--- src/charge_timer_pkg.sv ---
//////////////////////////////////////////////////////////////////////////////
//////////////////////////////////////////////////////////////////////////////
package charge_timer_pkg;

    localparam int unsigned ADDR_W = 8;
    localparam int unsigned DATA_W = 16;

    // Register offsets
    localparam logic [7:0] RESERVED_WORD_OFS      = 8'h0b;
    localparam logic [7:0] PRECHARGE_TIMER_OFS    = 8'h0d;
    localparam logic [7:0] SAFETY_TIMER_OFS       = 8'h0e;
    localparam logic [7:0] CHARGER_CONTROL_0_OFS  = 8'h0f;

    // Reset values
    localparam logic [15:0] RESERVED_WORD_VAL     = 16'h00dc;
    localparam logic [6:0]  PRECHARGE_RSVD_VAL    = 7'h4b;
    localparam logic [7:0]  SAFETY_TIMER_RST      = 8'h3d;
    localparam logic [7:0]  CHARGER_CONTROL_0_RST = 8'ha2;
    localparam logic        PRECHARGE_SEL_RST     = 1'b0;

    // Field positions, safety timer control
    localparam int unsigned TOPOFF_HI    = 7;
    localparam int unsigned TOPOFF_LO    = 6;
    localparam int unsigned TRICKLE_EN_B = 5;
    localparam int unsigned PRE_EN_B     = 4;
    localparam int unsigned FAST_EN_B    = 3;
    localparam int unsigned FAST_SEL_HI  = 2;
    localparam int unsigned FAST_SEL_LO  = 1;
    localparam int unsigned HALF_RATE_B  = 0;
    // Field positions, charger control 0, plus pre-charge select
    localparam int unsigned AUTO_DIS_B   = 7;
    localparam int unsigned FORCE_DIS_B  = 6;
    localparam int unsigned CHG_EN_B     = 5;
    localparam int unsigned ICO_EN_B     = 4;
    localparam int unsigned ICO_START_B  = 3;
    localparam int unsigned HIZ_B        = 2;
    localparam int unsigned TERM_EN_B    = 1;
    localparam int unsigned PRE_SEL_B    = 7;

    // Durations as printed, then in seconds
    localparam int unsigned TRICKLE_HRS       = 1;
    localparam int unsigned PRE_LONG_HRS      = 2;
    localparam int unsigned PRE_SHORT_MINS    = 30;
    localparam int unsigned FAST_HRS_0        = 5;
    localparam int unsigned FAST_HRS_1        = 8;
    localparam int unsigned FAST_HRS_2        = 12;
    localparam int unsigned FAST_HRS_3        = 24;
    localparam int unsigned TOPOFF_MINS_1     = 15;
    localparam int unsigned TOPOFF_MINS_2     = 30;
    localparam int unsigned TOPOFF_MINS_3     = 45;
    localparam int unsigned SEC_PER_MIN       = 60;
    localparam int unsigned SEC_PER_HR        = 3600;

    localparam int unsigned SEC_W = 17;

    // One timer second at the system clock rate
    localparam int unsigned CLK_HZ        = 100_000_000;
    localparam int unsigned TICK_SECONDS  = 1;
    localparam int unsigned TICK_CYCLES   = TICK_SECONDS * CLK_HZ;

    typedef enum logic [2:0] {
        PHASE_IDLE    = 3'b000,
        PHASE_TRICKLE = 3'b001,
        PHASE_PRE     = 3'b011,
        PHASE_FAST    = 3'b010,
        PHASE_TOPOFF  = 3'b110
    } charge_phase_t;

    function automatic logic [SEC_W-1:0] secs_of_hours(input int unsigned hrs);
        secs_of_hours = SEC_W'(hrs * SEC_PER_HR);
    endfunction : secs_of_hours

    function automatic logic [SEC_W-1:0] secs_of_mins(input int unsigned mins);
        secs_of_mins = SEC_W'(mins * SEC_PER_MIN);
    endfunction : secs_of_mins

endpackage : charge_timer_pkg

--- src/charge_safety_timer.sv ---
`timescale 1ns/1ps
`default_nettype none
module charge_safety_timer
    import charge_timer_pkg::*;
#(
    parameter int unsigned TICK_LEN = TICK_CYCLES
) (
    input  wire logic          sys_clk,         // System clock
    input  wire logic          srst,            // Sync reset, high
    input  wire logic          restart,         // Restart pulse
    input  wire charge_phase_t phase,           // Present charge phase
    input  wire logic          trickleEn,       // Trickle timer enable
    input  wire logic          preEn,           // Pre-charge timer enable
    input  wire logic          fastEn,          // Fast timer enable
    input  wire logic          preShort,        // Short pre-charge limit
    input  wire logic [1:0]    fastSel,         // Fast limit code
    input  wire logic [1:0]    topoffSel,       // Top-off limit code
    input  wire logic          halfRate,        // Half-rate request
    output logic               expired          // Limit reached
);

    logic [31:0]      tickCnt, next_tickCnt;
    logic             halfPhase, next_halfPhase;
    logic [SEC_W-1:0] secCnt, next_secCnt;
    charge_phase_t    lastPhase, next_lastPhase;
    logic             next_expired;
    logic             tick, advance, enabled, slow;
    logic [SEC_W-1:0] limit;

    //////////////////////////////////////////////////////////////////////////
    always_comb begin
        limit   = '0;
        enabled = 1'b0;
        case (phase)
            PHASE_TRICKLE: begin
                enabled = trickleEn;
                limit   = secs_of_hours(TRICKLE_HRS);
            end
            PHASE_PRE: begin
                enabled = preEn;
                limit   = preShort ? secs_of_mins(PRE_SHORT_MINS)
                                   : secs_of_hours(PRE_LONG_HRS);
            end
            PHASE_FAST: begin
                enabled = fastEn;
                case (fastSel)
                    2'h0:    limit = secs_of_hours(FAST_HRS_0);
                    2'h1:    limit = secs_of_hours(FAST_HRS_1);
                    2'h2:    limit = secs_of_hours(FAST_HRS_2);
                    default: limit = secs_of_hours(FAST_HRS_3);
                endcase
            end
            PHASE_TOPOFF: begin
                enabled = (topoffSel != 2'h0);
                case (topoffSel)
                    2'h1:    limit = secs_of_mins(TOPOFF_MINS_1);
                    2'h2:    limit = secs_of_mins(TOPOFF_MINS_2);
                    default: limit = secs_of_mins(TOPOFF_MINS_3);
                endcase
            end
            default: begin
                enabled = 1'b0;
            end
        endcase
    end

    always_comb begin
        // Top-off is never stretched
        slow           = halfRate && (phase != PHASE_TOPOFF);
        tick           = (tickCnt == 32'(TICK_LEN - 1));
        next_tickCnt   = tick ? '0 : tickCnt + 32'h0000_0001;
        next_halfPhase = halfPhase;
        if (tick) begin
            next_halfPhase = slow ? ~halfPhase : 1'b0;
        end
        advance        = tick && (!slow || halfPhase);
        next_lastPhase = phase;
        next_secCnt    = secCnt;
        next_expired   = expired;
        if (restart || (phase != lastPhase)) begin
            next_secCnt  = '0;
            next_expired = 1'b0;
        end else if (enabled && !expired && advance) begin
            next_secCnt  = secCnt + SEC_W'(1);
            next_expired = (next_secCnt >= limit);
        end
    end

    always_ff @(posedge sys_clk) begin
        if (srst) begin
            tickCnt   <= '0;
            halfPhase <= 1'b0;
            secCnt    <= '0;
            lastPhase <= PHASE_IDLE;
            expired   <= 1'b0;
        end else begin
            tickCnt   <= next_tickCnt;
            halfPhase <= next_halfPhase;
            secCnt    <= next_secCnt;
            lastPhase <= next_lastPhase;
            expired   <= next_expired;
        end
    end

endmodule : charge_safety_timer
`default_nettype wire

--- src/charge_timer_control_regs.sv ---
`timescale 1ns/1ps
`default_nettype none
module charge_timer_control_regs
    import charge_timer_pkg::*;
#(
    parameter int unsigned TICK_LEN = TICK_CYCLES
) (
    input  wire logic              sys_clk,          // System clock
    input  wire logic              srst,             // Sync reset, high
    input  wire logic [ADDR_W-1:0] regAddr,          // Register offset
    input  wire logic              regWrite,         // Write strobe
    input  wire logic              regRead,          // Read strobe
    input  wire logic [DATA_W-1:0] regWdata,         // Write data
    output logic      [DATA_W-1:0] regRdata,         // Read data
    input  wire logic              watchdogExpired,  // Watchdog expiry pulse
    input  wire logic              regResetReq,      // Register reset pulse
    input  wire logic              adapterAttached,  // Adapter plug-in pulse
    input  wire logic              icoStarted,       // Optimizer started pulse
    input  wire logic              battOverVoltage,  // Battery OVERVOLTAGE_PROTECTION fault
    input  wire logic              dpmActive,        // Input DYNAMIC_POWER_MANAGEMENT active
    input  wire logic              thermalRegActive, // Thermal regulation
    input  wire charge_phase_t     chargePhase,      // Present charge phase
    output logic                   chargeAllowed,    // Charging permitted
    output logic                   terminationAllowed, // Termination permitted
    output logic                   highImpedance,    // HIZ mode
    output logic                   optimizerOn,      // Optimizer enabled
    output logic                   optimizerStart,   // Optimizer start request
    output logic                   battDischarge,    // Discharge current on
    output logic                   safetyTimerExpired // Timer limit reached
);

    logic       preSel, next_preSel;
    logic [7:0] timerCtl, next_timerCtl;
    logic [7:0] chgCtl, next_chgCtl;
    logic [DATA_W-1:0] next_regRdata;
    logic       next_battDischarge;
    logic       wrPre, wrTimer, wrChg, timerRestart;

    //////////////////////////////////////////////////////////////////////////
    // Register writes and hardware updates
    always_comb begin
        wrPre   = regWrite && (regAddr == PRECHARGE_TIMER_OFS);
        wrTimer = regWrite && (regAddr == SAFETY_TIMER_OFS);
        wrChg   = regWrite && (regAddr == CHARGER_CONTROL_0_OFS);

        next_preSel   = preSel;
        next_timerCtl = timerCtl;
        next_chgCtl   = chgCtl;

        // Device-side clears first so a same-cycle write still lands
        if (icoStarted) begin
            next_chgCtl[ICO_START_B] = 1'b0;
        end
        if (adapterAttached) begin
            next_chgCtl[HIZ_B] = 1'b0;
        end

        if (wrPre) begin
            next_preSel = regWdata[PRE_SEL_B];
        end
        if (wrTimer) begin
            next_timerCtl = regWdata[7:0];
        end
        if (wrChg) begin
            next_chgCtl[AUTO_DIS_B]  = regWdata[AUTO_DIS_B];
            next_chgCtl[FORCE_DIS_B] = regWdata[FORCE_DIS_B];
            next_chgCtl[CHG_EN_B]    = regWdata[CHG_EN_B];
            next_chgCtl[ICO_EN_B]    = regWdata[ICO_EN_B];
            next_chgCtl[HIZ_B]       = regWdata[HIZ_B];
            next_chgCtl[TERM_EN_B]   = regWdata[TERM_EN_B];
            // Writing zero cannot cancel a pending start
            if (regWdata[ICO_START_B] && regWdata[ICO_EN_B]) begin
                next_chgCtl[ICO_START_B] = 1'b1;
            end
        end
        // Disabling the optimizer drops any pending start
        if (!next_chgCtl[ICO_EN_B]) begin
            next_chgCtl[ICO_START_B] = 1'b0;
        end

        if (watchdogExpired) begin
            next_preSel               = PRECHARGE_SEL_RST;
            next_timerCtl             = SAFETY_TIMER_RST;
            next_chgCtl[CHG_EN_B]     = CHARGER_CONTROL_0_RST[CHG_EN_B];
            next_chgCtl[ICO_START_B]  = CHARGER_CONTROL_0_RST[ICO_START_B];
            next_chgCtl[TERM_EN_B]    = CHARGER_CONTROL_0_RST[TERM_EN_B];
        end
        if (regResetReq) begin
            next_preSel   = PRECHARGE_SEL_RST;
            next_timerCtl = SAFETY_TIMER_RST;
            next_chgCtl   = CHARGER_CONTROL_0_RST;
        end
        next_chgCtl[0] = 1'b0;

        timerRestart = regResetReq;

        next_battDischarge = next_chgCtl[FORCE_DIS_B]
                          || (next_chgCtl[AUTO_DIS_B] && battOverVoltage);
    end

    //////////////////////////////////////////////////////////////////////////
    // Read path; unmapped offsets return zero
    always_comb begin
        next_regRdata = regRdata;
        if (regRead) begin
            if (regAddr == RESERVED_WORD_OFS) begin
                next_regRdata = RESERVED_WORD_VAL;
            end else if (regAddr == PRECHARGE_TIMER_OFS) begin
                next_regRdata = {8'h00, preSel, PRECHARGE_RSVD_VAL};
            end else if (regAddr == SAFETY_TIMER_OFS) begin
                next_regRdata = {8'h00, timerCtl};
            end else if (regAddr == CHARGER_CONTROL_0_OFS) begin
                next_regRdata = {8'h00, chgCtl};
            end else begin
                next_regRdata = '0;
            end
        end
    end

    always_ff @(posedge sys_clk) begin
        if (srst) begin
            preSel        <= PRECHARGE_SEL_RST;
            timerCtl      <= SAFETY_TIMER_RST;
            chgCtl        <= CHARGER_CONTROL_0_RST;
            regRdata      <= '0;
            battDischarge <= 1'b0;
        end else begin
            preSel        <= next_preSel;
            timerCtl      <= next_timerCtl;
            chgCtl        <= next_chgCtl;
            regRdata      <= next_regRdata;
            battDischarge <= next_battDischarge;
        end
    end

    //////////////////////////////////////////////////////////////////////////
    // Control outputs straight from register bits
    always_comb begin
        chargeAllowed      = chgCtl[CHG_EN_B];
        terminationAllowed = chgCtl[TERM_EN_B];
        highImpedance      = chgCtl[HIZ_B];
        optimizerOn        = chgCtl[ICO_EN_B];
        optimizerStart     = chgCtl[ICO_START_B];
    end

    //////////////////////////////////////////////////////////////////////////
    charge_safety_timer #(
        .TICK_LEN (TICK_LEN)
    ) u_timer (
        .sys_clk   (sys_clk),
        .srst      (srst),
        .restart   (timerRestart),
        .phase     (chargePhase),
        .trickleEn (timerCtl[TRICKLE_EN_B]),
        .preEn     (timerCtl[PRE_EN_B]),
        .fastEn    (timerCtl[FAST_EN_B]),
        .preShort  (preSel),
        .fastSel   (timerCtl[FAST_SEL_HI:FAST_SEL_LO]),
        .topoffSel (timerCtl[TOPOFF_HI:TOPOFF_LO]),
        .halfRate  (timerCtl[HALF_RATE_B] && (dpmActive || thermalRegActive)),
        .expired   (safetyTimerExpired)
    );

endmodule : charge_timer_control_regs
`default_nettype wire

--- config.mk ---
export PLATFORM = sky130hd
export DESIGN_NAME = charge_timer_control_regs
export DESIGN_NICKNAME = d
export VERILOG_FILES = /design/src/charge_timer_pkg.sv /design/src/charge_safety_timer.sv /design/src/charge_timer_control_regs.sv
export SDC_FILE = /design/constraint.sdc
export NUM_CORES = 1
export LEC_CHECK = 0
export BUFFER_PORTS_ARGS = -buffer_cell sky130_fd_sc_hd__buf_4
export CAP_MARGIN = 15
export CORE_UTILIZATION = 45
export CTS_CLUSTER_SIZE = 28
export DETAILED_ROUTE_END_ITERATION = 10
export GPL_ROUTABILITY_DRIVEN = 0
export REMOVE_ABC_BUFFERS = 1
export SLEW_MARGIN = 25
export SYNTH_ARGS = -nofsm -noshare
export SYNTH_HDL_FRONTEND = slang
export SYNTH_SLANG_ARGS = --single-unit
export TNS_END_PERCENT = 10
--- constraint.sdc ---
create_clock -name sys_clk -period 5.2 [get_ports sys_clk]
set_input_delay 0.78 -clock sys_clk [delete_from_list [all_inputs] [get_ports sys_clk]]
set_output_delay 0.78 -clock sys_clk [all_outputs]
set_load 0.01 [all_outputs]
After elaboration in Yosys (flattened, before gate mapping)
Index checks and enable logic that the tools add are counted.

Output and inout port bits: 23. Bits in registers: 88. Bits of input ports: 38.

Reductions and logical operators: 24. Magnitude comparators: 1. Equal/unequal tests: 15. Multiplexer cells: 19. Bitwise gates (word level): 2. $add $sub $neg: 2.

Operators with widths (number): $pmux W17 S4 (1); $pmux W17 S3 (1); $mux W8 (5); $add A32 B1 Y32 const B (1); $eq A32 B27 Y1 const B (1); $eq A8 B4 Y1 const B (4); $pmux W12 S2 (1); $add A17 B1 Y17 const B (1); $ge A17 B17 Y1 (1); $mux W13 (1); $logic_and A1 B1 Y1 (10); $mux W1 (8); $mux W7 (1); $eq A3 B2 Y1 const B (2); $reduce_or A2 Y1 (3); $eq A2 B1 Y1 const B (2); $eq A2 B2 Y1 const B (2); $logic_or A1 B1 Y1 (4); $pmux W1 S4 (1); $reduce_bool A2 Y1 (2); $reduce_or A4 Y1 (1); $eq A3 B1 Y1 const B (1); $eq A3 B3 Y1 const B (1); $ne A3 B3 Y1 (1); 5 further kinds (7).

Longest topological paths before layout
Gate-level depths: netlist (run 1).

Depth in word-level cells: 8. Depth in mapped cells: 13.

By module
From an unflattened synthesis (run 1), not the netlist that was laid out.

Cell total of the unflattened synthesis: 563. Area, all modules: 4660.7 sq um.

By module, submodules not included: charge_safety_timer (cells an instance 424, times used 1, area an instance 3383.2 sq um); charge_timer_control_regs (cells an instance 139, times used 1, area an instance 1277.5 sq um).

Least setup slack after synthesis (run 1)
Ideal clock, no wire load.

Kind: input port to flip-flop. Start: in regAddr[5]. End: reg timerCtl[0]. Setup time: 0.131 ns. Arrival: 2.695 ns. Data required time: 5.069 ns. Path slack: 2.374 ns. Stages: 6. Cells stage by stage: or4b_2 nor3b_1 and4b_1 buf_2 mux2i_1 nand2_1.

Longest elaborated chain between the ends: 2.

Ends and longest elaborated chain: start, declared (RTL line charge_timer_control_regs.sv:10) `input wire logic [ADDR_W-1:0] regAddr,`; $eq A8 B4 Y1 (RTL line charge_timer_control_regs.sv:43) `wrTimer = regWrite && (regAddr == SAFETY_TIMER_OFS);`; $logic_and A1 B1 Y1 (RTL line charge_timer_control_regs.sv:43); end signal, assigned (RTL line charge_timer_control_regs.sv:129) `timerCtl <= next_timerCtl;`; end, declared (RTL line charge_timer_control_regs.sv:33) `logic [7:0] timerCtl, next_timerCtl;`.

Every way passes these cells. A chain may end at the register's enable or synchronous reset.

Worst setup path in the final report (run 1)
Start: in regAddr[5]. End: reg timerCtl[4].

The elaborated chain is that of the path after synthesis.

==> key figures, run 1 <==
Drt
  – Via count: slightly below 4000
  – WL/cell: about 14 um
  – Detailed Route WL: ~11000 um
  – Via-to-Cell Ratio: about 5.4
  – Post-DRT Antenna Nets: 0
  – DR iter-0 viols: between 100 and 150
  – Post-route DRC: 0
  – DR pass1 iterations: 4

Cells and area
  – Multi-input logic area: ~2900 um^2
  – Most used cells in the layout excluding fill and tap cells: dfxtp_1, nor2_1, nand2_1, buf_4, a21oi_1
  – Register area: 1582 um^2
  – Most common cell after layout, fill and taps aside: dfxtp_1
  – Layout cell share with drive strength beyond 1: between 10% and 20%
  – Filler Cell Count: roughly 950
  – Diode count: 0
  – Nets: 659
  – Area Growth Syn to Fin: 13.25%

Power
  – Power, Total: roughly 1.2 mW
  – Pwr/cell area: around 230 nW/um^2
  – Peak VDD IR: roughly 140 uV
  – Leakage: 1.938 nW

Setup path
  – Reg2reg start: u_timer.secCnt[0]
  – Slowest CP cell: or4b_2
  – Crit path cell chain: buf_4 > or4b_2 > nor3b_1 > and4b_1 > mux2i_1 > nand2_1
  – Critical path data arrival time: approximately 3.3 ns
  – WP depth: 6
  – Crit-path max cell delay: ~0.74 ns
  – FF-to-FF setup slack: about 2.2 ns
  – Req. time, crit path: between 5 and 6 ns
  – Crit Path Class: in -> reg
  – CP top delay family: simple AND/OR/NAND/NOR gates
  – Critical Path Source Type: input port
  – Crit. End Element: register
  – Worst r2r path cells: 10
  – Worst Path Buf+Inv: 1
  – CP Launch Point: regAddr[5]
  – Max FO, Critical Path: 9
  – Reg-to-Reg End: u_timer.expired
  – CP endpoint: timerCtl[4]

STA
  – Highest clock rate: roughly 0.33 GHz
  – Count of final hold-check violations: 0
  – Min cycle time layout: about 3.0 ns
  – Final setup fails: 0
  – Worst-Margin Slew: roughly 1.0 ns
  – Final Max Tran Viols: 0
  – Setup TNS: 0 ns
  – Final Skew: 0.008373 ns
  – RSZ-0062 raised after global routing: false
  – Tcrit/Tclk final: between 50% and 60%
  – Rel. slew slack: between 20 and 30%

Status
  – Status: complete, no violations

CTS
  – Clock slew at reported path FFs: approximately 0.09 ns
  – CTS root buf: clkbuf_8
  – Hold_buf cts: 0
  – Worst skew pair latency: approximately 0.35 ns
  – CTS Sinks: about 80
  – Setup bufs post-CTS: 0
  – H-Tree Depth: 3
  – Post-CTS Resized: 0
  – Bufs on Longest Clock Path: 2
  – TritonCTS Buffers: 9
  – CTS tree: built

Flow run
  – Max Cap Viol: 0

Synth
  – Syn Area/Cell: around 8.3 um^2
  – Post-synthesis instance total: between 500 and 600
  – Number of synthesized flops with an enable pin: 0
  – Synth Flop Type: dfxtp_1
  – Sequential area share after synthesis: about a third
  – YS warnings: 0
  – Async set-reset flop share out of synthesis: 0%
  – Post-Syn Area: ~4600 um^2
  – Netlist cell types: 50
  – Synth Register Bits: 79

Die
  – Core area: between 9000 and 10000 um^2
  – Die Ht: 103.2 um
  – Site Rows: 36
  – Die W: between 100 and 150 um
  – Io pins: 61
  – Die ar.: 10650 um^2
  – Initial Util: a little under half

Placement
  – Port Buffers: 44
  – DP Wirelength: 7850 um

Global route
  – Largest net degree at the start of global routing: 30
  – Initial antenna violation count: 0
  – Grt ovf: 0
  – Vias in the first global route: approximately 3500
  – GRT Util Overall: around a fifth
  – Global-route wire length before repair: ~17000 um

Min path
  – Worst Hold Class: reg -> reg
kinds of logic (layout without fill, tap and decap cells):
family	after synthesis	in the layout	synth area share, %
flip-flops	79	79	34.33
AO/OA/AOI/OAI	89	89	11.60
buffers and inverters	43	76	4.373
other	1	8	0.08140
AND/OR/NAND/NOR	251	251	28.54
XOR/XNOR	45	45	8.555
multiplexers	22	22	4.916
adder cells (fa/ha/maj)	28	28	7.605
how the worst min path moves through the flow:
| stage | startpoint | end | slack, ns | depth (start not counted) |
|---|---|---|---|---|
| final | u_timer.halfPhase | u_timer.halfPhase | 0.47 | 2 |
| after global routing | u_timer.halfPhase | u_timer.halfPhase | 0.49 | 2 |
| after CTS | u_timer.halfPhase | u_timer.halfPhase | 0.47 | 2 |
| after detailed placement | u_timer.tickCnt[0] | u_timer.tickCnt[0] | 0.45 | 1 |
| after global placement | u_timer.tickCnt[0] | u_timer.tickCnt[0] | 0.43 | 1 |
| after floorplan | u_timer.tickCnt[0] | u_timer.tickCnt[0] | 0.43 | 1 |
cell usage after synthesis (14+ instances only):
| cell | count | area share, % |
|---|---|---|
| ha_1 | 28 | 7.6 |
| inv_1 | 14 | 1.1 |
| nand3_1 | 32 | 3.5 |
| xnor2_1 | 20 | 3.8 |
| clkbuf_1 | 17 | 1.4 |
| nand4_1 | 16 | 2.2 |
| mux2i_1 | 17 | 3.7 |
| nor2b_1 | 14 | 1.9 |
| dfxtp_1 | 79 | 34 |
| nand2_1 | 50 | 4.1 |
| a21oi_1 | 37 | 4.0 |
| o21ai_0 | 20 | 2.2 |
| xor2_1 | 25 | 4.8 |
| nor2_1 | 54 | 4.4 |
worst register-to-register path, cell delays in order (launching register included):
cell	delay, ns
dfxtp_1	0.42
ha_1	0.24
nand3_1	0.18
or2_2	0.41
or4_1	0.61
xnor2_1	0.16
ha_1	0.29
and4_1	0.20
nand2_1	0.05
o2111ai_1	0.18
nor3b_1	0.18
sequential cells by signal (all words and copies together), names as in the netlist:
| signal | cells |
|---|---|
| regRdata | 8 |
| u_timer.halfPhase | 1 |
| u_timer.secCnt | 17 |
| battDischarge | 1 |
| u_timer.lastPhase | 3 |
| timerCtl | 8 |
| u_timer.tickCnt | 32 |
| preSel | 1 |
| chgCtl | 7 |
| u_timer.expired | 1 |
power breakdown:
group | switching [mW] | leakage, nW | internal, mW
Combinational | 0.0488 | 1.19 | 0.0378
Sequential | 0.00369 | 0.639 | 0.610
Clock | 0.242 | 0.108 | 0.238
metal layers:
metal / share of wire, % / vias to the layer above / GRT usage (%)
li1: - / 2038 / -
met1: 49 / 1824 / 29.45
met2: 46 / 84 / 32.46
met3: 3.2 / 9 / 2.823
met4: 1.3 / 0 / 6.826
met5: 0 / - / 0
final cells by class:
| type | count | area share, % |
|---|---|---|
| clock buffers | 10 | 2.638 |
| clock inverters | 6 | 1.319 |
| inverters | 14 | 1.007 |
| multi-input cells | 443 | 54.92 |
| flip-flops and latches | 79 | 30.31 |
| well taps | 133 | 3.189 |
| repair buffers | 46 | 6.619 |
metrics by stage:
| stage | instance area (um^2) | hold WS, ns | utilization [%] | setup WS, ns | instances |
|---|---|---|---|---|---|
| after floorplan | 4484 | 0.4260 | - | 1.806 | 536 |
| after CTS | 5209 | 0.4664 | 52.80 | 2.174 | 731 |
| after global placement | 5002 | 0.4341 | 50.71 | 1.857 | 715 |
| after global routing | 5218 | 0.4885 | 52.89 | 1.978 | 731 |
| final | 5218 | 0.4653 | 52.89 | 2.166 | 731 |
| after detailed placement | 5002 | 0.4525 | 50.71 | 1.835 | 715 |
Note: power is estimated with default switching activity, not from simulation.
==> run 2, diff against run 1 <==
Clock period 5.2 ns to 3 ns, I/O delays scaled along.
==> key figures, run 2 (same netlist as run 1, synthesis figures left out) <==
CTS
  – CTS root buf: clkbuf_8
  – CTS tree: built
  – H-Tree Depth: 3
  – Worst skew pair latency: 0.37 ns
  – Setup bufs post-CTS: 0
  – Clock slew at reported path FFs: ~0.10 ns
  – Bufs on Longest Clock Path: 2
  – CTS Sinks: a little under 80
  – TritonCTS Buffers: 9

Power
  – Power, Total: between 1.5 and 2 mW
  – P_int: 1.443 mW
  – Clock share of power: between 30 and 40%
  – Psw: around 560 uW
  – Peak VDD IR: ~240 uV
  – Combinational power share: about 7.6%
  – Switching portion of total power: 27.79%
  – Pwr/cell area: ~380 nW/um^2
  – Leakage: slightly below 2 nW
  – Sequential share of power: 53.2%

Cells and area
  – Fin cells: roughly 740
  – Nets: between 600 and 700
  – Most used cells in the layout excluding fill and tap cells: dfxtp_1, buf_4, nor2_1, nand2_1, a21oi_1
  – Diode count: 0
  – Max reg flops: 32
  – Layout cell share with drive strength beyond 1: approximately 15%
  – Biggest register: u_timer.tickCnt
  – Filler Cell Count: 953
  – Most common cell after layout, fill and taps aside: dfxtp_1
  – Area Growth Syn to Fin: 14.88%
  – Largest registers: u_timer.tickCnt: 32 flops, u_timer.secCnt: 17 flops

Global route
  – Initial antenna violation count: 0
  – Vias in the first global route: 3684
  – GRT Util Overall: between 20% and 30%
  – Grt ovf: 0
  – Largest net degree at the start of global routing: 30
  – Global-route wire length before repair: 17870 um

Placement
  – DP Cell Count: approximately 730
  – Port Buffers: 44
  – DP Wirelength: roughly 7900 um

Setup path
  – FF-to-FF setup slack: 0.20 ns
  – Crit Path Class: reg -> reg
  – Worst Path Buf+Inv: 0
  – Critical Path Source Type: register
  – Critical path data arrival time: approximately 3.1 ns
  – Req. time, crit path: roughly 3.3 ns
  – Crit path cell chain: ha_2 > nand3_1 > or2_2 > or4_1 > xnor2_1 > ha_1 > and4_1 > nand2_1 > o2111ai_1 > nor3b_2
  – Slowest CP cell: or4_1
  – Crit. End Element: register
  – Max FO, Critical Path: 6
  – CP top delay family: simple AND/OR/NAND/NOR gates
  – Crit-path max cell delay: 0.59 ns

Die
  – Io pins: between 60 and 70
  – Die Ht: about 100 um
  – Site Rows: 36
  – Core area: slightly below 10000 um^2
  – Die W: just over 100 um
  – Die ar.: 10650 um^2
  – Initial Util: 46.70%

Drt
  – Detailed Route WL: 10740 um
  – Via count: roughly 4000
  – Post-DRT Antenna Nets: 0
  – Via-to-Cell Ratio: around 5.4
  – DR pass1 iterations: 4
  – Post-route DRC: 0
  – WL/cell: 14.45 um
  – DR iter-0 viols: approximately 140

Min path
  – Worst Hold Class: in -> reg

STA
  – Rel. slew slack: between 40% and 50%
  – Final Skew: 0.01383 ns
  – Hold Slack: 0.2951 ns
  – Min cycle time layout: ~2.8 ns
  – Count of final hold-check violations: 0
  – Final setup fails: 0
  – RSZ-0062 raised after global routing: false
  – Final Max Tran Viols: 0
  – Worst-Margin Slew: 0.8000 ns
  – Highest clock rate: 0.3573 GHz
  – Tcrit/Tclk final: about 93%

Status
  – Status: complete, no violations

Flow run
  – Max Cap Viol: 0
[run 2: cell types whose count changed in the layout (fill, tap and decap cells not counted), moves of 2 or more]
cell,before,now
clkinvlp_4,0,2
inv_6,0,3
clkinv_2,2,0
buf_4,46,58
dfxtp_2,0,2
dfxtp_1,79,77
[run 2: area by class of cell]
| type | count | area (um^2) | share of cell area (%) |
|---|---|---|---|
| multi-input cells | 443 | 2864 | 54.11 |
| flip-flops and latches | 79 | 1584 | 29.93 |
| repair buffers | 58 | 435.4 | 8.227 |
| well taps | 133 | 166.4 | 3.144 |
| clock buffers | 9 | 123.9 | 2.340 |
| clock inverters | 7 | 66.31 | 1.253 |
| inverters | 14 | 52.55 | 0.9929 |
[run 2: power by group through the flow]
stage | clock (mW) | sequential (mW) | combinational, mW
CTS | 0.812 | 1.06 | 0.152
finish | 0.783 | 1.06 | 0.152
global route | 0.858 | 1.07 | 0.170
floorplan | 0 | 1.09 | 0.0705
detailed placement | 0 | 1.09 | 0.151
global placement | 0 | 1.09 | 0.149
[run 2: worst reg2reg max path, stage by stage (launching register included)]
cell and delay [ns]:
dfxtp_2 0.39, ha_2 0.21, nand3_1 0.10, or2_2 0.33
or4_1 0.59, xnor2_1 0.16, ha_1 0.30, and4_1 0.20
nand2_1 0.06, o2111ai_1 0.19, nor3b_2 0.19
[run 2: path summary, 6_finish.rpt]
path / start / endpoint / cells after the start
worst max-delay path: u_timer.secCnt[0] / u_timer.expired / 10
worst max register to register: u_timer.secCnt[0] / u_timer.expired / 10
worst min-delay path: regWdata[5] / chgCtl[5] / 3
worst min register to register: regRdata[4] / regRdata[4] / 2
[run 2: repair_timing]
action,CTS,global route
setup endpoints to repair,0,1
gates resized for setup,0,5
hold buffers,0,0
[run 2: stage by stage]
stage / util (%) / worst slack [ns] / TNS [ns] / instance area [um^2]
floorplan: - / -0.06422 / -0.06422 / 4484
global placement: 51.62 / 0.2299 / 0 / 5092
detailed placement: 51.62 / 0.1519 / 0 / 5092
CTS: 53.55 / 0.1282 / 0 / 5283
global route: 53.65 / 0.04392 / 0 / 5293
finish: 53.65 / 0.2010 / 0 / 5293
[run 2: per-layer routing]
metal  GRT usage [%]  part of all wire (%)  wire (um)  vias to the layer above
li1                -                     -          -                     2061
met1           30.06                    50       5332                     1866
met3           2.755                   3.4        368                       16
met2           33.79                    45       4860                       75
met5               0                     0          0                        -
met4           9.101                   1.7        179                        0
